**src/core/wdt_pkg.sv**
```systemverilog
/*
 Constants and carriers for the watchdog timer: register offsets, field
 positions, reset values, power modes and clock-rate counts.
 Assumes a 10 MHz system clock and a nominal 32 kHz low-power RC rate.
*/
package wdt_pkg;
   // ==========================================================
   // Timing
   localparam int unsigned SYS_CLK_HZ  = 10_000_000;
   localparam int unsigned LOW_POWER_RC_OSC_HZ     = 32_000;
   localparam int unsigned LOW_POWER_RC_OSC_DIV    = SYS_CLK_HZ / LOW_POWER_RC_OSC_HZ;
   localparam int unsigned PRE_SHORT   = 32;
   localparam int unsigned PRE_LONG    = 128;
   localparam int unsigned CNT_W       = 23;
   // ==========================================================
   // Register map
   localparam logic [3:0] OFS_CONFIG   = 4'h0;
   localparam logic [3:0] OFS_RESETCTL = 4'h4;
   localparam logic [3:0] OFS_COUNT    = 4'h8;
   // Config word fields
   localparam int unsigned CFG_POST_LSB = 0;
   localparam int unsigned CFG_PRE_BIT  = 4;
   localparam int unsigned CFG_WDIS_BIT = 6;
   localparam int unsigned CFG_HWEN_BIT = 7;
   localparam logic [7:0]  CFG_RESET    = 8'hc0;
   // Reset control fields
   localparam int unsigned RC_SWEN_BIT  = 5;
   localparam int unsigned RC_FLAG_BIT  = 4;
   localparam int unsigned RC_SLP_BIT   = 3;
   localparam int unsigned RC_IDL_BIT   = 2;
   localparam logic [1:0]  RESP_OKAY    = 2'h0;
   localparam logic [1:0]  RESP_DECERR  = 2'h3;
   // ==========================================================
   // Types
   typedef enum logic [1:0] {
      WDT_RUN   = 2'h0,
      WDT_SLEEP = 2'h1,
      WDT_IDLE  = 2'h3
   } wdt_mode_t;

   typedef struct packed {
      logic       hw_watchdog_enable;
      logic       window_disable;
      logic       unused5;
      logic       prescale_select;
      logic [3:0] postscale_select;
   } wdt_cfg_t;

   typedef struct packed {
      logic clear_watchdog_instr;
      logic power_save_instr;
      logic power_save_idle;
      logic clock_switch_done;
      logic wake_event;
   } wdt_core_ev_t;
endpackage

```
**src/core/wdt_top.sv**
```systemverilog
/*
 Watchdog timer with AXI4-Lite registers, prescaler, postscaler, window
 mode and sleep/idle wake-up. Assumes core events are one-cycle pulses
 synchronous to aclk and that reset_request is fed back as aresetn.
*/
// The register addresses and the AXI4-Lite slave port are this design's own decisions.
`timescale 1ns/1ns
module wdt_top #(
   parameter int unsigned CLK_DIV = wdt_pkg::LOW_POWER_RC_OSC_DIV
) (
   input  wire logic                aclk,
   input  wire logic                aresetn,
   input  wire logic [3:0]          s_axi_awaddr,
   input  wire logic                s_axi_awvalid,
   output logic                     s_axi_awready,
   input  wire logic [31:0]         s_axi_wdata,
   input  wire logic [3:0]          s_axi_wstrb,
   input  wire logic                s_axi_wvalid,
   output logic                     s_axi_wready,
   output logic [1:0]               s_axi_bresp,
   output logic                     s_axi_bvalid,
   input  wire logic                s_axi_bready,
   input  wire logic [3:0]          s_axi_araddr,
   input  wire logic                s_axi_arvalid,
   output logic                     s_axi_arready,
   output logic [31:0]              s_axi_rdata,
   output logic [1:0]               s_axi_rresp,
   output logic                     s_axi_rvalid,
   input  wire logic                s_axi_rready,
   input  wire wdt_pkg::wdt_core_ev_t core_ev,
   output logic                     low_power_rc_osc,
   output logic                     reset_request,
   output logic                     wake_request,
   output wdt_pkg::wdt_mode_t       power_mode
);
   localparam int unsigned CW = wdt_pkg::CNT_W;
   localparam int CLR_BOUND = 320;

   typedef struct packed {
      wdt_pkg::wdt_cfg_t  cfg;
      logic               sw_en;
      logic               flag;
      logic               slp;
      logic               idl;
      wdt_pkg::wdt_mode_t mode;
      logic [CW-1:0]      cnt;
      logic               pend_clr;
      logic               rst_req;
      logic               wake;
      logic               bvalid;
      logic [1:0]         bresp;
      logic               rvalid;
      logic [1:0]         rresp;
      logic [31:0]        rdata;
   } wdt_st_t;

   wdt_st_t       s_q;
   wdt_st_t       s_d;
   logic          en;
   logic          tick;
   logic [CW-1:0] period;
   logic [CW-1:0] win_open;
   logic          early;
   logic          wr_go;
   logic          rd_go;
   logic          clr_ok;
   logic          expire;

   // ==========================================================
   // Enable and rate
   assign en = s_q.cfg.hw_watchdog_enable | s_q.sw_en;
   assign low_power_rc_osc = en;

   wdt_rate_div #(
      .DIV (CLK_DIV)
   ) u_rc_rate (
      .aclk    (aclk),
      .aresetn (aresetn),
      .run     (en),
      .tick    (tick)
   );

   // ==========================================================
   // Period and window
   always_comb begin
      period = s_q.cfg.prescale_select ? CW'(wdt_pkg::PRE_LONG)
                                       : CW'(wdt_pkg::PRE_SHORT);
      period = period << s_q.cfg.postscale_select;
      win_open = period - (period >> 2);
   end

   assign clr_ok = core_ev.clear_watchdog_instr &&
                   s_q.mode == wdt_pkg::WDT_RUN;
   assign early = clr_ok && en && !s_q.cfg.window_disable &&
                  !s_q.pend_clr && s_q.cnt < win_open;
   assign expire = tick && en && !s_q.pend_clr &&
                   s_q.cnt == period - CW'(1);

   // ==========================================================
   // Bus handshakes
   assign wr_go = s_axi_awvalid && s_axi_wvalid && !s_q.bvalid;
   assign rd_go = s_axi_arvalid && !s_q.rvalid;
   assign s_axi_awready = wr_go;
   assign s_axi_wready  = wr_go;
   assign s_axi_arready = rd_go;

   // ==========================================================
   // Next state
   always_comb begin
      s_d         = s_q;
      s_d.rst_req = 1'b0;
      s_d.wake    = 1'b0;
      if (!en) begin
         s_d.cnt      = '0;
         s_d.pend_clr = 1'b0;
      end else if (tick) begin
         if (s_q.pend_clr) begin
            s_d.cnt      = '0;
            s_d.pend_clr = 1'b0;
         end else if (expire) begin
            s_d.cnt = '0;
         end else begin
            s_d.cnt = s_q.cnt + CW'(1);
         end
      end
      // Events are raised after the tick so a tick never swallows one;
      // they wait for the next RC tick before touching counts
      if (en && (clr_ok || core_ev.clock_switch_done)) begin
         s_d.pend_clr = 1'b1;
      end
      // Register writes; hardware sets below win over software clears
      if (wr_go) begin
         s_d.bvalid = 1'b1;
         s_d.bresp  = wdt_pkg::RESP_OKAY;
         if (s_axi_awaddr == wdt_pkg::OFS_CONFIG) begin
            if (s_axi_wstrb[0]) begin
               s_d.cfg = wdt_pkg::wdt_cfg_t'(s_axi_wdata[7:0]);
            end
         end else if (s_axi_awaddr == wdt_pkg::OFS_RESETCTL) begin
            if (s_axi_wstrb[0]) begin
               s_d.sw_en = s_axi_wdata[wdt_pkg::RC_SWEN_BIT];
               s_d.flag  = s_q.flag &
                           s_axi_wdata[wdt_pkg::RC_FLAG_BIT];
               s_d.slp   = s_d.slp & s_axi_wdata[wdt_pkg::RC_SLP_BIT];
               s_d.idl   = s_d.idl & s_axi_wdata[wdt_pkg::RC_IDL_BIT];
            end
         end else if (s_axi_awaddr != wdt_pkg::OFS_COUNT) begin
            s_d.bresp = wdt_pkg::RESP_DECERR;
         end
      end else if (s_q.bvalid && s_axi_bready) begin
         s_d.bvalid = 1'b0;
      end
      // Mode changes after the write, so a status set beats a clear
      if (core_ev.power_save_instr && s_q.mode == wdt_pkg::WDT_RUN) begin
         s_d.pend_clr = en;
         if (core_ev.power_save_idle) begin
            s_d.mode = wdt_pkg::WDT_IDLE;
            s_d.idl  = 1'b1;
         end else begin
            s_d.mode = wdt_pkg::WDT_SLEEP;
            s_d.slp  = 1'b1;
         end
      end
      if (core_ev.wake_event && s_q.mode != wdt_pkg::WDT_RUN) begin
         s_d.mode     = wdt_pkg::WDT_RUN;
         s_d.pend_clr = en;
      end
      // Timeout and early clear outcomes
      if (expire && s_q.mode != wdt_pkg::WDT_RUN) begin
         s_d.wake     = 1'b1;
         s_d.flag     = 1'b1;
         s_d.mode     = wdt_pkg::WDT_RUN;
         s_d.pend_clr = 1'b1;
      end else if (expire || early) begin
         s_d.rst_req = 1'b1;
         s_d.flag    = 1'b1;
      end
      // Register reads
      if (rd_go) begin
         s_d.rvalid = 1'b1;
         s_d.rresp  = wdt_pkg::RESP_OKAY;
         s_d.rdata  = '0;
         unique case (s_axi_araddr)
            wdt_pkg::OFS_CONFIG: begin
               s_d.rdata[7:0] = s_q.cfg;
            end
            wdt_pkg::OFS_RESETCTL: begin
               s_d.rdata[wdt_pkg::RC_SWEN_BIT] = s_q.sw_en;
               s_d.rdata[wdt_pkg::RC_FLAG_BIT] = s_q.flag;
               s_d.rdata[wdt_pkg::RC_SLP_BIT]  = s_q.slp;
               s_d.rdata[wdt_pkg::RC_IDL_BIT]  = s_q.idl;
            end
            wdt_pkg::OFS_COUNT: begin
               s_d.rdata[CW-1:0] = s_q.cnt;
            end
            default: begin
               s_d.rresp = wdt_pkg::RESP_DECERR;
            end
         endcase
      end else if (s_q.rvalid && s_axi_rready) begin
         s_d.rvalid = 1'b0;
      end
   end

   // ==========================================================
   // State register
   always_ff @(posedge aclk) begin
      if (!aresetn) begin
         s_q      <= '0;
         s_q.cfg  <= wdt_pkg::CFG_RESET;
         s_q.mode <= wdt_pkg::WDT_RUN;
         // Flag survives the watchdog's own reset so software can see it
         s_q.flag <= s_q.rst_req;
      end else begin
         s_q <= s_d;
      end
   end

   assign s_axi_bvalid  = s_q.bvalid;
   assign s_axi_bresp   = s_q.bresp;
   assign s_axi_rvalid  = s_q.rvalid;
   assign s_axi_rresp   = s_q.rresp;
   assign s_axi_rdata   = s_q.rdata;
   assign reset_request = s_q.rst_req;
   assign wake_request  = s_q.wake;
   assign power_mode    = s_q.mode;
endmodule

```
**src/core/wdt_rate_div.sv**
```systemverilog
/*
 Rate divider: emits a one-cycle enable pulse every DIV clocks while run
 is high; restarts from zero whenever run is low.
 Assumes a single clock and a synchronous active-low reset.
*/
`timescale 1ns/1ns
module wdt_rate_div #(
   parameter int unsigned DIV = 312
) (
   input  wire logic aclk,
   input  wire logic aresetn,
   input  wire logic run,
   output logic      tick
);
   localparam int unsigned W = $clog2(DIV);
   localparam logic [W-1:0] LAST = W'(DIV - 1);

   typedef struct packed {
      logic [W-1:0] cnt;
      logic         tick;
   } wdt_div_st_t;

   wdt_div_st_t s_q;
   wdt_div_st_t s_d;

   always_comb begin
      s_d      = s_q;
      s_d.tick = 1'b0;
      if (!run) begin
         s_d.cnt = '0;
      end else if (s_q.cnt == LAST) begin
         s_d.cnt  = '0;
         s_d.tick = 1'b1;
      end else begin
         s_d.cnt = s_q.cnt + W'(1);
      end
   end

   always_ff @(posedge aclk) begin
      if (!aresetn) begin
         s_q <= '0;
      end else begin
         s_q <= s_d;
      end
   end

   assign tick = s_q.tick;
endmodule

```
**config.mk**
```make
export PLATFORM = sky130hd
export DESIGN_NAME = wdt_top
export DESIGN_NICKNAME = d
export VERILOG_FILES = /design/src/core/wdt_pkg.sv /design/src/core/wdt_top.sv /design/src/core/wdt_rate_div.sv
export SDC_FILE = /design/constraint.sdc
export NUM_CORES = 1
export LEC_CHECK = 0
export ABC_CLOCK_PERIOD_IN_PS = 6100
export BUFFER_PORTS_ARGS = -buffer_cell sky130_fd_sc_hd__buf_2
export CAP_MARGIN = 20
export CORE_ASPECT_RATIO = 1.75
export CORE_MARGIN = 2
export CORE_UTILIZATION = 35
export DETAILED_ROUTE_END_ITERATION = 10
export PLACE_DENSITY_LB_ADDON = 0.12
export SYNTH_ARGS = -nofsm -noshare
export SYNTH_HDL_FRONTEND = slang
export SYNTH_SLANG_ARGS = --single-unit
```
**constraint.sdc**
```tcl
create_clock -name aclk -period 6.1 [get_ports aclk]
set_input_delay 1.22 -clock aclk [delete_from_list [all_inputs] [get_ports aclk]]
set_output_delay 1.22 -clock aclk [all_outputs]
set_load 0.02 [all_outputs]
```
==> summary.md <==
| Metric | Value |
|---|---|
| Status | `finished, final reports clean` |
| Clock Latency Late Sink | `0.35 ns` |
| Hold-fix buffers, CTS | `0` |
| DR iter-0 viols | `285` |
| Cell count of the worst reg-to-reg path | `19` |
| Final hold slack | `0.473 ns` |
| Share of post-route cells with drive strength above 1 | `0.133` |
| Buffers on Ports | `65` |
| FF+latch count, synth | `77` |
| Area Overhead vs Synth | `9.16%` |
| Critical path class | `reg2reg` |
| Post-Syn Area | `6050 um^2` |
| Worst min-delay path category | `reg2reg` |
| Commonest non-fill, non-tap cell in the layout | `nor2_1` |
| Worst EP required | `6.17 ns` |
| Routed WL per cell | `18.2 um` |
| Setup violators final | `0` |
| Final GP Congestion | `0.937` |
| Core Rows | `63` |
| Post-cts resize count | `0` |
| Clock Path Buffers | `2` |
| CTS Sinks | `77` |
| Cell Pwr Density | `183 nW/um^2` |
| Ant. Diodes | `0` |
| CTS root buf | `clkbuf_16` |
| Slew HR | `0.373` |
| Antenna-violating nets left | `0` |
| Critical Path, Cell by Cell | `xor2_1, nand3_1, ha_1, a211oi_1, o21ai_0, o211ai_1, a21oi_1, a41oi_1, a21oi_1, and3b_1, nor4_1, ha_1, a211o_1, a31oi_1, nand2_1, o21ai_0, nand4_1, and2_1, nand3_1` |
| Drc violations | `0` |
| Hold Crit Start | `u_rc_rate.s_q[1]$_SDFF_PP0_` |
| Max Cap Viol | `0` |
| Maximum fanout along the worst path | `12` |
| Leading cell types in the layout, fill and taps excluded | `nor2_1, dfxtp_1, buf_2, nand2_1, o21ai_0` |
| Final hold viol count | `0` |
| Hold Crit Depth | `1` |
| Leading area contributor after synthesis | `dfxtp_1` |
| RSZ-0062 raised after global routing | `false` |
| CP arrival | `5.48 ns` |
| Initial antenna violation count | `0` |
| First-pass GRT wire length | `29200 um` |
| CORE AREA | `16900 um^2` |
| Crit share post-route | `0.887` |
| Avg Cell Area, Syn | `7.61 um^2` |
| R2r setup slk | `0.69 ns` |
| Largest net degree at the start of global routing | `38` |
| Worst path bufs/invs | `0` |
| Die W | `103 um` |
| I/O Pins | `102` |
| HPWL Detailed | `14700 um` |
| YS warnings | `0` |
| Vias in the first global route | `5490` |
| NumNets Final | `898` |
| Die Y | `178 um` |
| CP peak stage delay | `0.59 ns` |
| Reg clk slew, reported paths | `0.07 ns` |
| CTS tree | `done` |
| Top cell type's share of synthesized area | `0.251` |
| CTS buffer count | `9` |
| CP max-delay cell | `dfxtp_1` |
| Final instance area | `6610 um^2` |
| Worst path top cell family by delay | `compound AO/OA/AOI/OAI gates` |
| Final Power | `0.00121 W` |
| Clock Skews | `0.0107 ns` |
| Clock period minus worst slack | `5.41 ns` |
| Seq/Total Area, Yosys | `0.256` |
| Drt total wl | `18900 um` |
| Crit Reg-Reg Endpoint | `s_q[68]$_DFFE_PP_` |
| CP Launch Type | `flip-flop` |
| Placed inst area | `6290 um^2` |
| H-tree level count | `3` |
| Slew Viols, Final | `0` |
| Peak supply drop | `0.115 mV` |
| GRT Total Usage | `0.209` |
| Synth area leaders | `dfxtp_1, ha_1, nor2_1` |
| Netlist cell types | `64` |
| Gate Count Post-Synth | `795` |
| Final Util | `0.390` |
| Worst setup EP type | `flip-flop` |
| Grt ovf | `0` |
| Number of synthesized flops with an enable pin | `1` |
| Max Clk Rate | `0.185 GHz` |
| Die Area | `18400 um^2` |
| Postcts setup bufs | `0` |
| Initial core utilization | `0.357` |
| Vias post-DR | `5735` |
| Crit path depth | `19` |
| Primary FF master, synth | `dfxtp_1` |
| Slew @ Worst Pin | `0.928 ns` |
| FFs w/ async S/R, synth | `0` |
| Vias/cell | `5.53` |
| TritonRoute pass-1 iters | `5` |
| LEAKAGE | `2.80 nW` |
| Setup TNS | `0 ns` |
| WHS Endpoint | `u_rc_rate.s_q[1]$_SDFF_PP0_` |
| R2r startpoint | `s_q[74]$_SDFFE_PN0P_` |
-- logic make-up (layout without fill, tap and decap cells) --
family | after synthesis | in the layout | synth area share
AND/OR/NAND/NOR | 304 | 304 | 0.257
other | 1 | 9 | 0.000620
AO/OA/AOI/OAI | 193 | 193 | 0.206
buffers and inverters | 119 | 126 | 0.105
adder cells (fa/ha/maj) | 37 | 37 | 0.0765
XOR/XNOR | 37 | 37 | 0.0535
flip-flops | 77 | 77 | 0.256
multiplexers | 27 | 27 | 0.0451
-- through the flow --
step           worst slack (ns)  cells
2_1_floorplan              1.39    803
3_3_place_gp              0.739   1020
3_5_place_dp              0.695   1021
4_1_cts                   0.674   1037
5_1_grt                   0.311   1037
6_report                  0.692   1037
-- state kept, by name, summed over array words and instances (netlist names) --
signal,flops
s_axi_rvalid,1
wake_request,1
u_rc_rate.s_q,9
s_axi_bvalid,1
s_axi_bresp,1
s_q,36
reset_request,1
u_rc_rate.tick,1
power_mode,2
s_axi_rdata,23
s_axi_rresp,1
-- final cells by class --
type / count / area, um^2
clock buffer: 11 / 253
clock inverter: 5 / 65.1
fill: 1777 / 10300
inverter: 30 / 113
multi-input combinational: 607 / 3900
sequential: 77 / 1550
tap: 227 / 284
timing repair buffer: 80 / 442
-- report_power, final --
group | switching, W | internal [W]
Sequential | 0.00000748 | 0.000512
Clock | 0.000240 | 0.000344
Combinational | 0.0000675 | 0.0000405
Total | 0.000315 | 0.000896
-- cells in the mapped netlist, types with 15 or more instances --
cell type	number
nand2_1	64
xnor2_1	22
and3_1	17
a21oi_1	42
inv_1	30
nor3_1	15
a21o_1	15
mux2i_1	25
dfxtp_1	76
clkbuf_1	34
a22oi_1	21
buf_4	39
nor2_1	83
nand3_1	42
xor2_1	15
a31oi_1	16
ha_1	37
o21ai_0	49
-- worst max-delay path by stage --
stage	to	from
finish	s_q[68]$_DFFE_PP_	s_q[74]$_SDFFE_PN0P_
detailed placement	s_q[68]$_DFFE_PP_	s_q[71]$_SDFFE_PN0P_
global route	s_q[68]$_DFFE_PP_	s_q[74]$_SDFFE_PN0P_
CTS	s_q[68]$_DFFE_PP_	s_q[74]$_SDFFE_PN0P_
global placement	s_q[68]$_DFFE_PP_	s_q[74]$_SDFFE_PN0P_
floorplan	s_q[68]$_DFFE_PP_	s_q[70]$_SDFFE_PN0P_
-- metal layers --
layer | GRT usage | vias to the layer above | part of all wire
li1 | - | 2819 | -
met1 | 0.222 | 2689 | 0.38
met2 | 0.376 | 170 | 0.53
met3 | 0.0307 | 57 | 0.037
met4 | 0.122 | 0 | 0.054
met5 | 0 | - | 0
Power figures use the tool's default switching activity.
